`config.mk`:
```
export PLATFORM = sky130hd
export DESIGN_NAME = sbs_core
export DESIGN_NICKNAME = d
export VERILOG_FILES = /design/src/hdl/sbs_sub.v /design/src/hdl/sbs_core.v
export VERILOG_INCLUDE_DIRS = /design/src /design/src/hdl
export SDC_FILE = /design/constraint.sdc
export NUM_CORES = 1
export LEC_CHECK = 0
export ABC_AREA = 1
export BUFFER_PORTS_ARGS = -buffer_cell sky130_fd_sc_hd__buf_2
export CAP_MARGIN = 20
export CORE_MARGIN = 2
export CORE_UTILIZATION = 51
export CTS_CLUSTER_DIAMETER = 100
export DETAILED_ROUTE_END_ITERATION = 8
export PLACE_DENSITY_LB_ADDON = 0.05
export SLEW_MARGIN = 20
export SYNTH_ARGS = -nofsm -noshare
export SYNTH_HDL_FRONTEND = slang
export SYNTH_SLANG_ARGS = --single-unit
export TNS_END_PERCENT = 20
```
`constraint.sdc`:
```
create_clock -name REF_CLK -period 4.6 [get_ports REF_CLK]
set_clock_uncertainty 0.05 [all_clocks]
set_input_delay 0.69 -clock REF_CLK [delete_from_list [all_inputs] [get_ports REF_CLK]]
set_output_delay 0.69 -clock REF_CLK [all_outputs]
set_load 0.02 [all_outputs]
```
`src/hdl/sbs_regs.vh`:
```
// Register offsets, field positions, operation codes, reset values and bus responses of the subtract and bit skip unit.
// Assumes inclusion by bare name from the unit's design files.
`ifndef SBS_REGS_VH
`define SBS_REGS_VH

// Byte addresses on the AXI4-Lite bus, one aligned word per register.
`define SBS_ACCUM_OFS 8'h00
`define SBS_FLAGS_OFS 8'h04
`define SBS_CMD_OFS 8'h08
`define SBS_STATUS_OFS 8'h0C
`define SBS_MEM_BASE 8'h40
`define SBS_MEM_DEPTH 16

// Flag register bits.
`define SBS_FLAG_C 0
`define SBS_FLAG_AUX 1
`define SBS_FLAG_Z 2
`define SBS_FLAG_OVF 3

// Command register fields.
`define SBS_CMD_OP_LSB 0
`define SBS_CMD_BIT_LSB 4
`define SBS_CMD_IMM_LSB 8
`define SBS_CMD_ADDR_LSB 16

// Operation codes.
`define SBS_OP_SKIP 2'h0
`define SBS_OP_SUB 2'h1
`define SBS_OP_SUBMEM 2'h2
`define SBS_OP_SUBI 2'h3

// Reset values.
`define SBS_ACCUM_RST 8'h00
`define SBS_FLAGS_RST 4'h0

// Bus responses.
`define SBS_RESP_OKAY 2'h0
`define SBS_RESP_SLVERR 2'h2

`endif

```
`src/hdl/sbs_sub.v`:
```
// Eight-bit subtractor with the four arithmetic flags.
// Assumes purely combinational use inside the subtract and bit skip unit.
`timescale 1ns/100ps
module sbs_sub (
    input wire [7:0] minuend,
    input wire [7:0] subtrahend,
    output wire [7:0] diff,
    output wire carry,
    output wire aux_carry,
    output wire zero,
    output wire overflow
);
    wire [8:0] full_w;
    wire [4:0] low_w;

    assign full_w = {1'b0, minuend} - {1'b0, subtrahend};
    assign low_w = {1'b0, minuend[3:0]} - {1'b0, subtrahend[3:0]};
    assign diff = full_w[7:0];
    // A borrow out of bit 7 means a negative result, so carry reads low then. see RULE7
    assign carry = ~full_w[8]; // see RULE7
    assign aux_carry = ~low_w[4]; // see RULE8
    assign zero = (full_w[7:0] == 8'h00); // see RULE8
    assign overflow = (minuend[7] ^ subtrahend[7]) & (minuend[7] ^ full_w[7]); // see RULE8
endmodule // sbs_sub

```
`src/hdl/sbs_core.v`:
```
// Subtract and bit skip unit of a small 8-bit core, reached over an AXI4-Lite slave port.
// Assumes one clock, a synchronous active-high reset and a bus master keeping AXI4-Lite rules.
//
// How it works
// RULE1 - Set tested bit discards the following instruction.
// RULE2 - Bit-test skip always lasts two cycles.
// RULE3 - Clear bit continues; skip never touches flags.
// RULE4 - Register subtract writes accumulator, memory kept.
// RULE5 - Memory-destination subtract writes difference to memory.
// RULE6 - Immediate subtract writes accumulator.
// RULE7 - Carry cleared on borrow, else set.
// RULE8 - Subtracts update overflow, zero, aux carry.
//
// Chosen here: register access over AXI4-Lite and the placing of the registers.
`timescale 1ns/100ps
`include "sbs_regs.vh"
module sbs_core #(
    parameter MEM_DEPTH = `SBS_MEM_DEPTH
) (
    input wire REF_CLK,
    input wire SRST,
    input wire CE,
    input wire [7:0] S_AXI_AWADDR,
    input wire S_AXI_AWVALID,
    output reg S_AXI_AWREADY,
    input wire [31:0] S_AXI_WDATA,
    input wire [3:0] S_AXI_WSTRB,
    input wire S_AXI_WVALID,
    output reg S_AXI_WREADY,
    output reg [1:0] S_AXI_BRESP,
    output reg S_AXI_BVALID,
    input wire S_AXI_BREADY,
    input wire [7:0] S_AXI_ARADDR,
    input wire S_AXI_ARVALID,
    output reg S_AXI_ARREADY,
    output reg [31:0] S_AXI_RDATA,
    output reg [1:0] S_AXI_RRESP,
    output reg S_AXI_RVALID,
    input wire S_AXI_RREADY,
    output reg BUSY,
    output reg SKIP_NEXT
);
    localparam ST_IDLE = 2'h0;
    localparam ST_EXEC = 2'h1;
    localparam ST_DUMMY = 2'h2;

    reg [7:0] mem_r [0:MEM_DEPTH-1];
    reg [7:0] accumulator_r;
    reg carry_flag_r;
    reg aux_carry_flag_r;
    reg zero_flag_r;
    reg overflow_flag_r;
    reg [1:0] st_r;
    reg [1:0] op_r;
    reg [2:0] bit_r;
    reg [7:0] imm_r;
    reg [3:0] addr_r;
    reg skip_taken_r;
    reg [7:0] awaddr_r;
    reg [31:0] wdata_r;
    reg [3:0] wstrb_r;
    reg aw_held_r;
    reg w_held_r;

    wire [7:0] mem_sel;
    wire [7:0] sub_rhs;
    wire [7:0] diff;
    wire c_new;
    wire aux_new;
    wire z_new;
    wire ovf_new;
    wire wr_go;
    wire wr_is_mem;
    wire wr_ok;
    wire [3:0] wr_idx;
    wire rd_is_mem;
    wire [3:0] rd_idx;
    reg [31:0] rd_word;
    reg rd_ok;

    assign mem_sel = mem_r[addr_r];
    assign sub_rhs = (op_r == `SBS_OP_SUBI) ? imm_r : mem_sel; // see RULE6

    sbs_sub u_sub (
        .minuend(accumulator_r),
        .subtrahend(sub_rhs),
        .diff(diff),
        .carry(c_new),
        .aux_carry(aux_new),
        .zero(z_new),
        .overflow(ovf_new)
    );

    // A write completes once both address and data have been captured.
    assign wr_go = aw_held_r && w_held_r && !S_AXI_BVALID;
    assign wr_is_mem = (awaddr_r[7:6] == 2'b01) && (awaddr_r[5:2] < MEM_DEPTH);
    assign wr_idx = awaddr_r[5:2];
    // Writes are refused while an operation runs, so bus and datapath never race for a register.
    assign wr_ok = (st_r == ST_IDLE) && !awaddr_r[1] && !awaddr_r[0] && (wr_is_mem ||
        awaddr_r == `SBS_ACCUM_OFS || awaddr_r == `SBS_FLAGS_OFS || awaddr_r == `SBS_CMD_OFS);
    assign rd_is_mem = (S_AXI_ARADDR[7:6] == 2'b01) && (S_AXI_ARADDR[5:2] < MEM_DEPTH);
    assign rd_idx = S_AXI_ARADDR[5:2];

    always @* begin
        rd_word = 32'h0000_0000;
        rd_ok = 1'b1;
        if (S_AXI_ARADDR[1:0] != 2'b00) begin
            rd_ok = 1'b0;
        end else if (rd_is_mem) begin
            rd_word = {24'h00_0000, mem_r[rd_idx]};
        end else begin
            case (S_AXI_ARADDR)
                `SBS_ACCUM_OFS: rd_word = {24'h00_0000, accumulator_r};
                `SBS_FLAGS_OFS: rd_word = {28'h000_0000, overflow_flag_r, zero_flag_r,
                    aux_carry_flag_r, carry_flag_r};
                `SBS_CMD_OFS: rd_word = {12'h000, addr_r, imm_r, 1'b0, bit_r, 2'b00, op_r};
                `SBS_STATUS_OFS: rd_word = {28'h000_0000, 1'b0, st_r == ST_DUMMY, skip_taken_r,
                    st_r != ST_IDLE};
                default: rd_ok = 1'b0;
            endcase
        end
    end

    // Bus write channel.
    always @(posedge REF_CLK) begin
        if (SRST) begin
            S_AXI_AWREADY <= 1'b0;
            S_AXI_WREADY <= 1'b0;
            S_AXI_BVALID <= 1'b0;
            S_AXI_BRESP <= `SBS_RESP_OKAY;
            aw_held_r <= 1'b0;
            w_held_r <= 1'b0;
            awaddr_r <= 8'h00;
            wdata_r <= 32'h0000_0000;
            wstrb_r <= 4'h0;
        end else if (CE) begin
            S_AXI_AWREADY <= 1'b0;
            S_AXI_WREADY <= 1'b0;
            if (S_AXI_AWVALID && !aw_held_r && !S_AXI_AWREADY) begin
                S_AXI_AWREADY <= 1'b1;
                awaddr_r <= S_AXI_AWADDR;
                aw_held_r <= 1'b1;
            end
            if (S_AXI_WVALID && !w_held_r && !S_AXI_WREADY) begin
                S_AXI_WREADY <= 1'b1;
                wdata_r <= S_AXI_WDATA;
                wstrb_r <= S_AXI_WSTRB;
                w_held_r <= 1'b1;
            end
            if (wr_go) begin
                S_AXI_BVALID <= 1'b1;
                S_AXI_BRESP <= wr_ok ? `SBS_RESP_OKAY : `SBS_RESP_SLVERR;
            end
            if (S_AXI_BVALID && S_AXI_BREADY) begin
                S_AXI_BVALID <= 1'b0;
                aw_held_r <= 1'b0;
                w_held_r <= 1'b0;
            end
        end
    end

    // Bus read channel.
    always @(posedge REF_CLK) begin
        if (SRST) begin
            S_AXI_ARREADY <= 1'b0;
            S_AXI_RVALID <= 1'b0;
            S_AXI_RDATA <= 32'h0000_0000;
            S_AXI_RRESP <= `SBS_RESP_OKAY;
        end else if (CE) begin
            S_AXI_ARREADY <= 1'b0;
            if (S_AXI_ARVALID && !S_AXI_ARREADY && !S_AXI_RVALID) begin
                S_AXI_ARREADY <= 1'b1;
                S_AXI_RVALID <= 1'b1;
                S_AXI_RDATA <= rd_ok ? rd_word : 32'h0000_0000;
                S_AXI_RRESP <= rd_ok ? `SBS_RESP_OKAY : `SBS_RESP_SLVERR;
            end else if (S_AXI_RVALID && S_AXI_RREADY) begin
                S_AXI_RVALID <= 1'b0;
            end
        end
    end

    // Data memory, written by the bus or by the memory-destination subtract.
    genvar gi;
    generate
        for (gi = 0; gi < MEM_DEPTH; gi = gi + 1) begin : g_mem
            always @(posedge REF_CLK) begin
                if (SRST) begin
                    mem_r[gi] <= 8'h00;
                end else if (CE) begin
                    if (st_r == ST_EXEC && op_r == `SBS_OP_SUBMEM && addr_r == gi) begin
                        mem_r[gi] <= diff; // see RULE5
                    end else if (wr_go && wr_ok && wr_is_mem && wr_idx == gi && wstrb_r[0]) begin
                        mem_r[gi] <= wdata_r[7:0];
                    end
                end
            end
        end
    endgenerate

    // Operation sequencer and architectural state.
    always @(posedge REF_CLK) begin
        if (SRST) begin
            st_r <= ST_IDLE;
            op_r <= `SBS_OP_SKIP;
            bit_r <= 3'h0;
            imm_r <= 8'h00;
            addr_r <= 4'h0;
            skip_taken_r <= 1'b0;
            accumulator_r <= `SBS_ACCUM_RST;
            {overflow_flag_r, zero_flag_r, aux_carry_flag_r, carry_flag_r} <= `SBS_FLAGS_RST;
            BUSY <= 1'b0;
            SKIP_NEXT <= 1'b0;
        end else if (CE) begin
            SKIP_NEXT <= 1'b0;
            case (st_r)
                ST_IDLE: begin
                    if (wr_go && wr_ok) begin
                        if (awaddr_r == `SBS_ACCUM_OFS && wstrb_r[0]) begin
                            accumulator_r <= wdata_r[7:0];
                        end
                        if (awaddr_r == `SBS_FLAGS_OFS && wstrb_r[0]) begin
                            carry_flag_r <= wdata_r[`SBS_FLAG_C];
                            aux_carry_flag_r <= wdata_r[`SBS_FLAG_AUX];
                            zero_flag_r <= wdata_r[`SBS_FLAG_Z];
                            overflow_flag_r <= wdata_r[`SBS_FLAG_OVF];
                        end
                        if (awaddr_r == `SBS_CMD_OFS && wstrb_r == 4'hF) begin
                            op_r <= wdata_r[`SBS_CMD_OP_LSB +: 2];
                            bit_r <= wdata_r[`SBS_CMD_BIT_LSB +: 3];
                            imm_r <= wdata_r[`SBS_CMD_IMM_LSB +: 8];
                            addr_r <= wdata_r[`SBS_CMD_ADDR_LSB +: 4];
                            st_r <= ST_EXEC;
                            BUSY <= 1'b1;
                        end
                    end
                end
                ST_EXEC: begin
                    if (op_r == `SBS_OP_SKIP) begin
                        // Flags are left alone whatever the tested bit holds. see RULE3
                        skip_taken_r <= mem_sel[bit_r]; // see RULE1
                        st_r <= ST_DUMMY; // see RULE2
                    end else begin
                        if (op_r != `SBS_OP_SUBMEM) begin
                            accumulator_r <= diff; // see RULE4
                        end
                        carry_flag_r <= c_new; // see RULE7
                        aux_carry_flag_r <= aux_new; // see RULE8
                        zero_flag_r <= z_new; // see RULE8
                        overflow_flag_r <= ovf_new; // see RULE8
                        skip_taken_r <= 1'b0;
                        st_r <= ST_IDLE;
                        BUSY <= 1'b0;
                    end
                end
                ST_DUMMY: begin
                    // The dummy cycle stands in for the fetched successor, which a set bit discards.
                    SKIP_NEXT <= skip_taken_r; // see RULE1
                    st_r <= ST_IDLE; // see RULE2
                    BUSY <= 1'b0;
                end
                default: begin
                    st_r <= ST_IDLE;
                    BUSY <= 1'b0;
                end
            endcase
        end
    end
endmodule // sbs_core

```
==> results by group <==
Clock tree
  • CTS tree: built
  • Count of hold-fix buffers inserted at cts: 0
  • Root Buffer: clkbuf_16
  • CTS max path bufs: 3
  • Cts repair resizes: 0
  • CTS buffer count: 25
  • Sink Count: 227
  • H-tree Lvls: 1
  • Clock Latency Late Sink: 0.55 ns
  • CTS clk-pin slew, worst paths: 0.06 ns
  • Setup repair bufs after CTS: 0

Place
  • Port bufs: 76
  • HPWL after detailed placement: 31.7 mm
  • Routability-driven placement congestion ratio: 0.989

GRT
  • Antenna violations before repair: 0
  • GRT overflow: 0
  • First-pass GRT wire length: 68.6 mm
  • Vias in the first global route: 11200
  • Largest net degree at the start of global routing: 56
  • Tot GR Track Use: 35.4%

Worst setup path
  • RR Endpoint: mem_r[7][7]
  • Critical path startpoint category: register
  • Critical path arrival: 4.23 ns
  • CP bufs+invs: 3
  • CP required: 4.79 ns
  • Critical path class: reg2reg
  • Slowest-stage cell, CP: buf_4
  • Max FO, Critical Path: 49
  • R2R cell count: 18
  • Endpoint class of the critical path: register
  • Crit path top cell by count: nand2_1
  • Flop-to-flop setup slack: 0.56 ns
  • Slowest cell delay on critical path: 0.53 ns
  • CP delay by family, top: simple AND/OR/NAND/NOR gates
  • Crit-path cells: inv_1, buf_4, nand2_1, nand2_1, nand2_1, nand3_1, nand3_1, nand3_1, o21ai_0, ha_1, nand3_1, nand2_1, a21oi_1, o21ai_0, or2_2, nand2_1, buf_4, o22ai_1

Hold path
  • Min-Delay Path Class: in2reg
  • Hold EP: wstrb_r[2]
  • Hold Startpoint: S_AXI_WSTRB[2]
  • Hold Path Depth: 3

Timing
  • Final Hold Viols: 0
  • Hold slack final: 0.318 ns
  • F_max: 248 MHz
  • Unrepaired setup endpoints after global routing: false
  • Period minus WS final: 4.04 ns
  • Fin crit share: 87.8%
  • Slew Viols, Final: 0
  • Setup TNS: 0 ns
  • # setup viols final: 0
  • Rel. slew slack: 28.8%
  • Actual slew at the worst max-slew pin: 1.07 ns

Flow run
  • Max-cap violations: 0

Logic synthesis
  • Sequential share of the synthesized area: 47.5%
  • Post-synth top area cell: edfxtp_1
  • Post-synth EDFFs: 128
  • Avg Inst Size Synth: 7.90 um2
  • Cell variety after synth: 46
  • Top FF cell, synth: edfxtp_1
  • Area contributors post-synth: edfxtp_1, dfxtp_1, nand2_1, o22ai_1, nand3_1
  • #FFs+latches synth: 227
  • Mapped cell area: 0.0123 mm2
  • Post-Syn Instances: 1554
  • YS warnings: 0
  • Yosys top cell area share: 31.3%
  • Ys async rst share: 0%

Detailed routing
  • Vias: 12300
  • Initial drt markers: 1775
  • Final WL: 46.1 mm
  • Residual DRC: 0
  • Number of routed nets with antenna violations: 0
  • Wire length per cell: 23.7 um
  • Post-DR vias/cell: 6.33
  • DR pass1 iterations: 6

Floorplan
  • Die H: 159 um
  • Top Ports: 103
  • Core Area: 0.0235 mm2
  • Row cnt: 56
  • Die W: 159 um
  • Full die area: 0.0253 mm2
  • Initial Util: 52.1%

Pwr
  • Leakage: 5.32 nW
  • Peak supply drop: 0.297 mV
  • Pwr dens: 338 mW/mm2

Finish
  • Area grow syn2layout: 11.9%
  • Layout cells sized above 1: 11.4%
  • # diodes: 0
  • Net count, final: 1676

Run status
  • Outcome: finished, final reports clean
placed cells by master, fill, tap and decap left out, types with 3 or more instances in the layout:
cell type	count
a31oi_1	13
nand3b_1	3
o221ai_1	3
inv_1	157
nand3_1	134
nand2_1	293
o2111ai_1	9
nor3_1	16
edfxtp_1	128
nor2_1	120
xor2_1	4
nand2_2	6
clkinv_1	3
o21ai_1	9
clkinv_2	3
ha_1	8
buf_4	42
nor2_2	4
nand4_2	3
clkbuf_1	6
nand4_1	33
inv_2	4
dfxtp_1	98
a21oi_1	82
o211ai_1	27
clkbuf_16	25
buf_2	76
conb_1	14
a22oi_1	4
or2_2	4
nand3_2	4
o22ai_1	136
o21ai_0	124
how the worst max path moves through the flow:
stage,slack [ns],end,depth (start not counted)
6_report,0.56,mem_r[7][7],18
5_1_grt,0.47,mem_r[14][6],22
4_1_cts,0.76,mem_r[11][7],18
3_5_place_dp,0.77,mem_r[5][7],19
3_3_place_gp,0.80,mem_r[5][7],19
2_1_floorplan,1.38,mem_r[10][6],20
worst reg2reg max path: stages, from the launching register on:
cell and delay (ns):
dfxtp_2 0.36, inv_1 0.06, buf_4 0.53, nand2_1 0.12
nand2_1 0.09, nand2_1 0.05, nand3_1 0.16, nand3_1 0.25
nand3_1 0.20, o21ai_0 0.17, ha_1 0.32, nand3_1 0.08
nand2_1 0.09, a21oi_1 0.18, o21ai_0 0.18, or2_2 0.32
nand2_1 0.10, buf_4 0.31, o22ai_1 0.14
cell type report:
cell class              instances  area, um2
multi-input cells            1073       5430
fillers                      2265       9810
clock buffers                  33        667
inverters                     161        604
well taps                     319        399
flip-flops and latches        227       5830
repair buffers                119        716
clock inverters                10       90.1
cell usage after synthesis, types with 2 or more instances:
master / n
a31oi_1: 13
nand2_2: 6
a22oi_1: 4
o32ai_1: 2
or2_2: 4
ha_1: 8
o21ai_1: 9
o21ai_0: 124
buf_4: 14
buf_2: 8
dfxtp_1: 99
nor3_1: 16
xor2_1: 4
nor3_4: 2
nand3_2: 4
o211ai_1: 27
a211oi_1: 2
nor2_1: 121
o2111ai_1: 9
inv_1: 158
nor2_2: 3
nand2_1: 293
o22ai_1: 136
nand3_1: 134
a21oi_1: 82
nand4_2: 3
and3_1: 2
nand4_1: 33
o221ai_1: 3
buf_1: 8
inv_2: 3
edfxtp_1: 128
a32oi_1: 2
clkbuf_1: 76
nand3b_1: 3
layer usage:
metal	wire (um)	vias up	global-route usage, %
met2	19100	879	51.2
met3	6600	131	8.99
met4	2220	0	15.0
met1	18200	5735	50.6
li1	-	5557	-
met5	0	-	0
per-stage QoR:
stage                     cell area (um2)  setup slack [ns]  std cells  power, W  util [%]
after floorplan                     12300              1.38       1567   0.00255         -
after global placement              13000             0.800       1899   0.00274      55.1
after detailed placement            13000             0.775       1899   0.00275      55.1
after CTS                           13700             0.762       1942   0.00462      58.3
after global routing                13700             0.468       1942   0.00476      58.3
final                               13700             0.563       1942   0.00464      58.3
state kept, by name (all words and copies together), names as in the netlist, 4 cells and up, named ones only:
name	flops
S_AXI_RDATA	20
accumulator_r	8
addr_r	4
awaddr_r	8
imm_r	8
mem_r	128
wdata_r	20
wstrb_r	4
power by group:
group | switching, W | internal (W) | total (W)
logic | 0.000364 | 0.000120 | 0.000485
clock network | 0.000837 | 0.00108 | 0.00191
registers | 0.0000421 | 0.00220 | 0.00225
total | 0.00124 | 0.00340 | 0.00464
cell families (layout without fill, tap and decap cells):
logic type,after synthesis,in the layout,synth area share (%)
xor+xnor,4,4,0.285
fa+ha+maj,9,9,0.979
compound gates,418,418,19.9
simple gates,628,628,22.7
buf+inv,267,323,8.68
other cells,1,14,0.0306
flops,227,227,47.5
No activity file was read; power rests on OpenSTA's default activity.
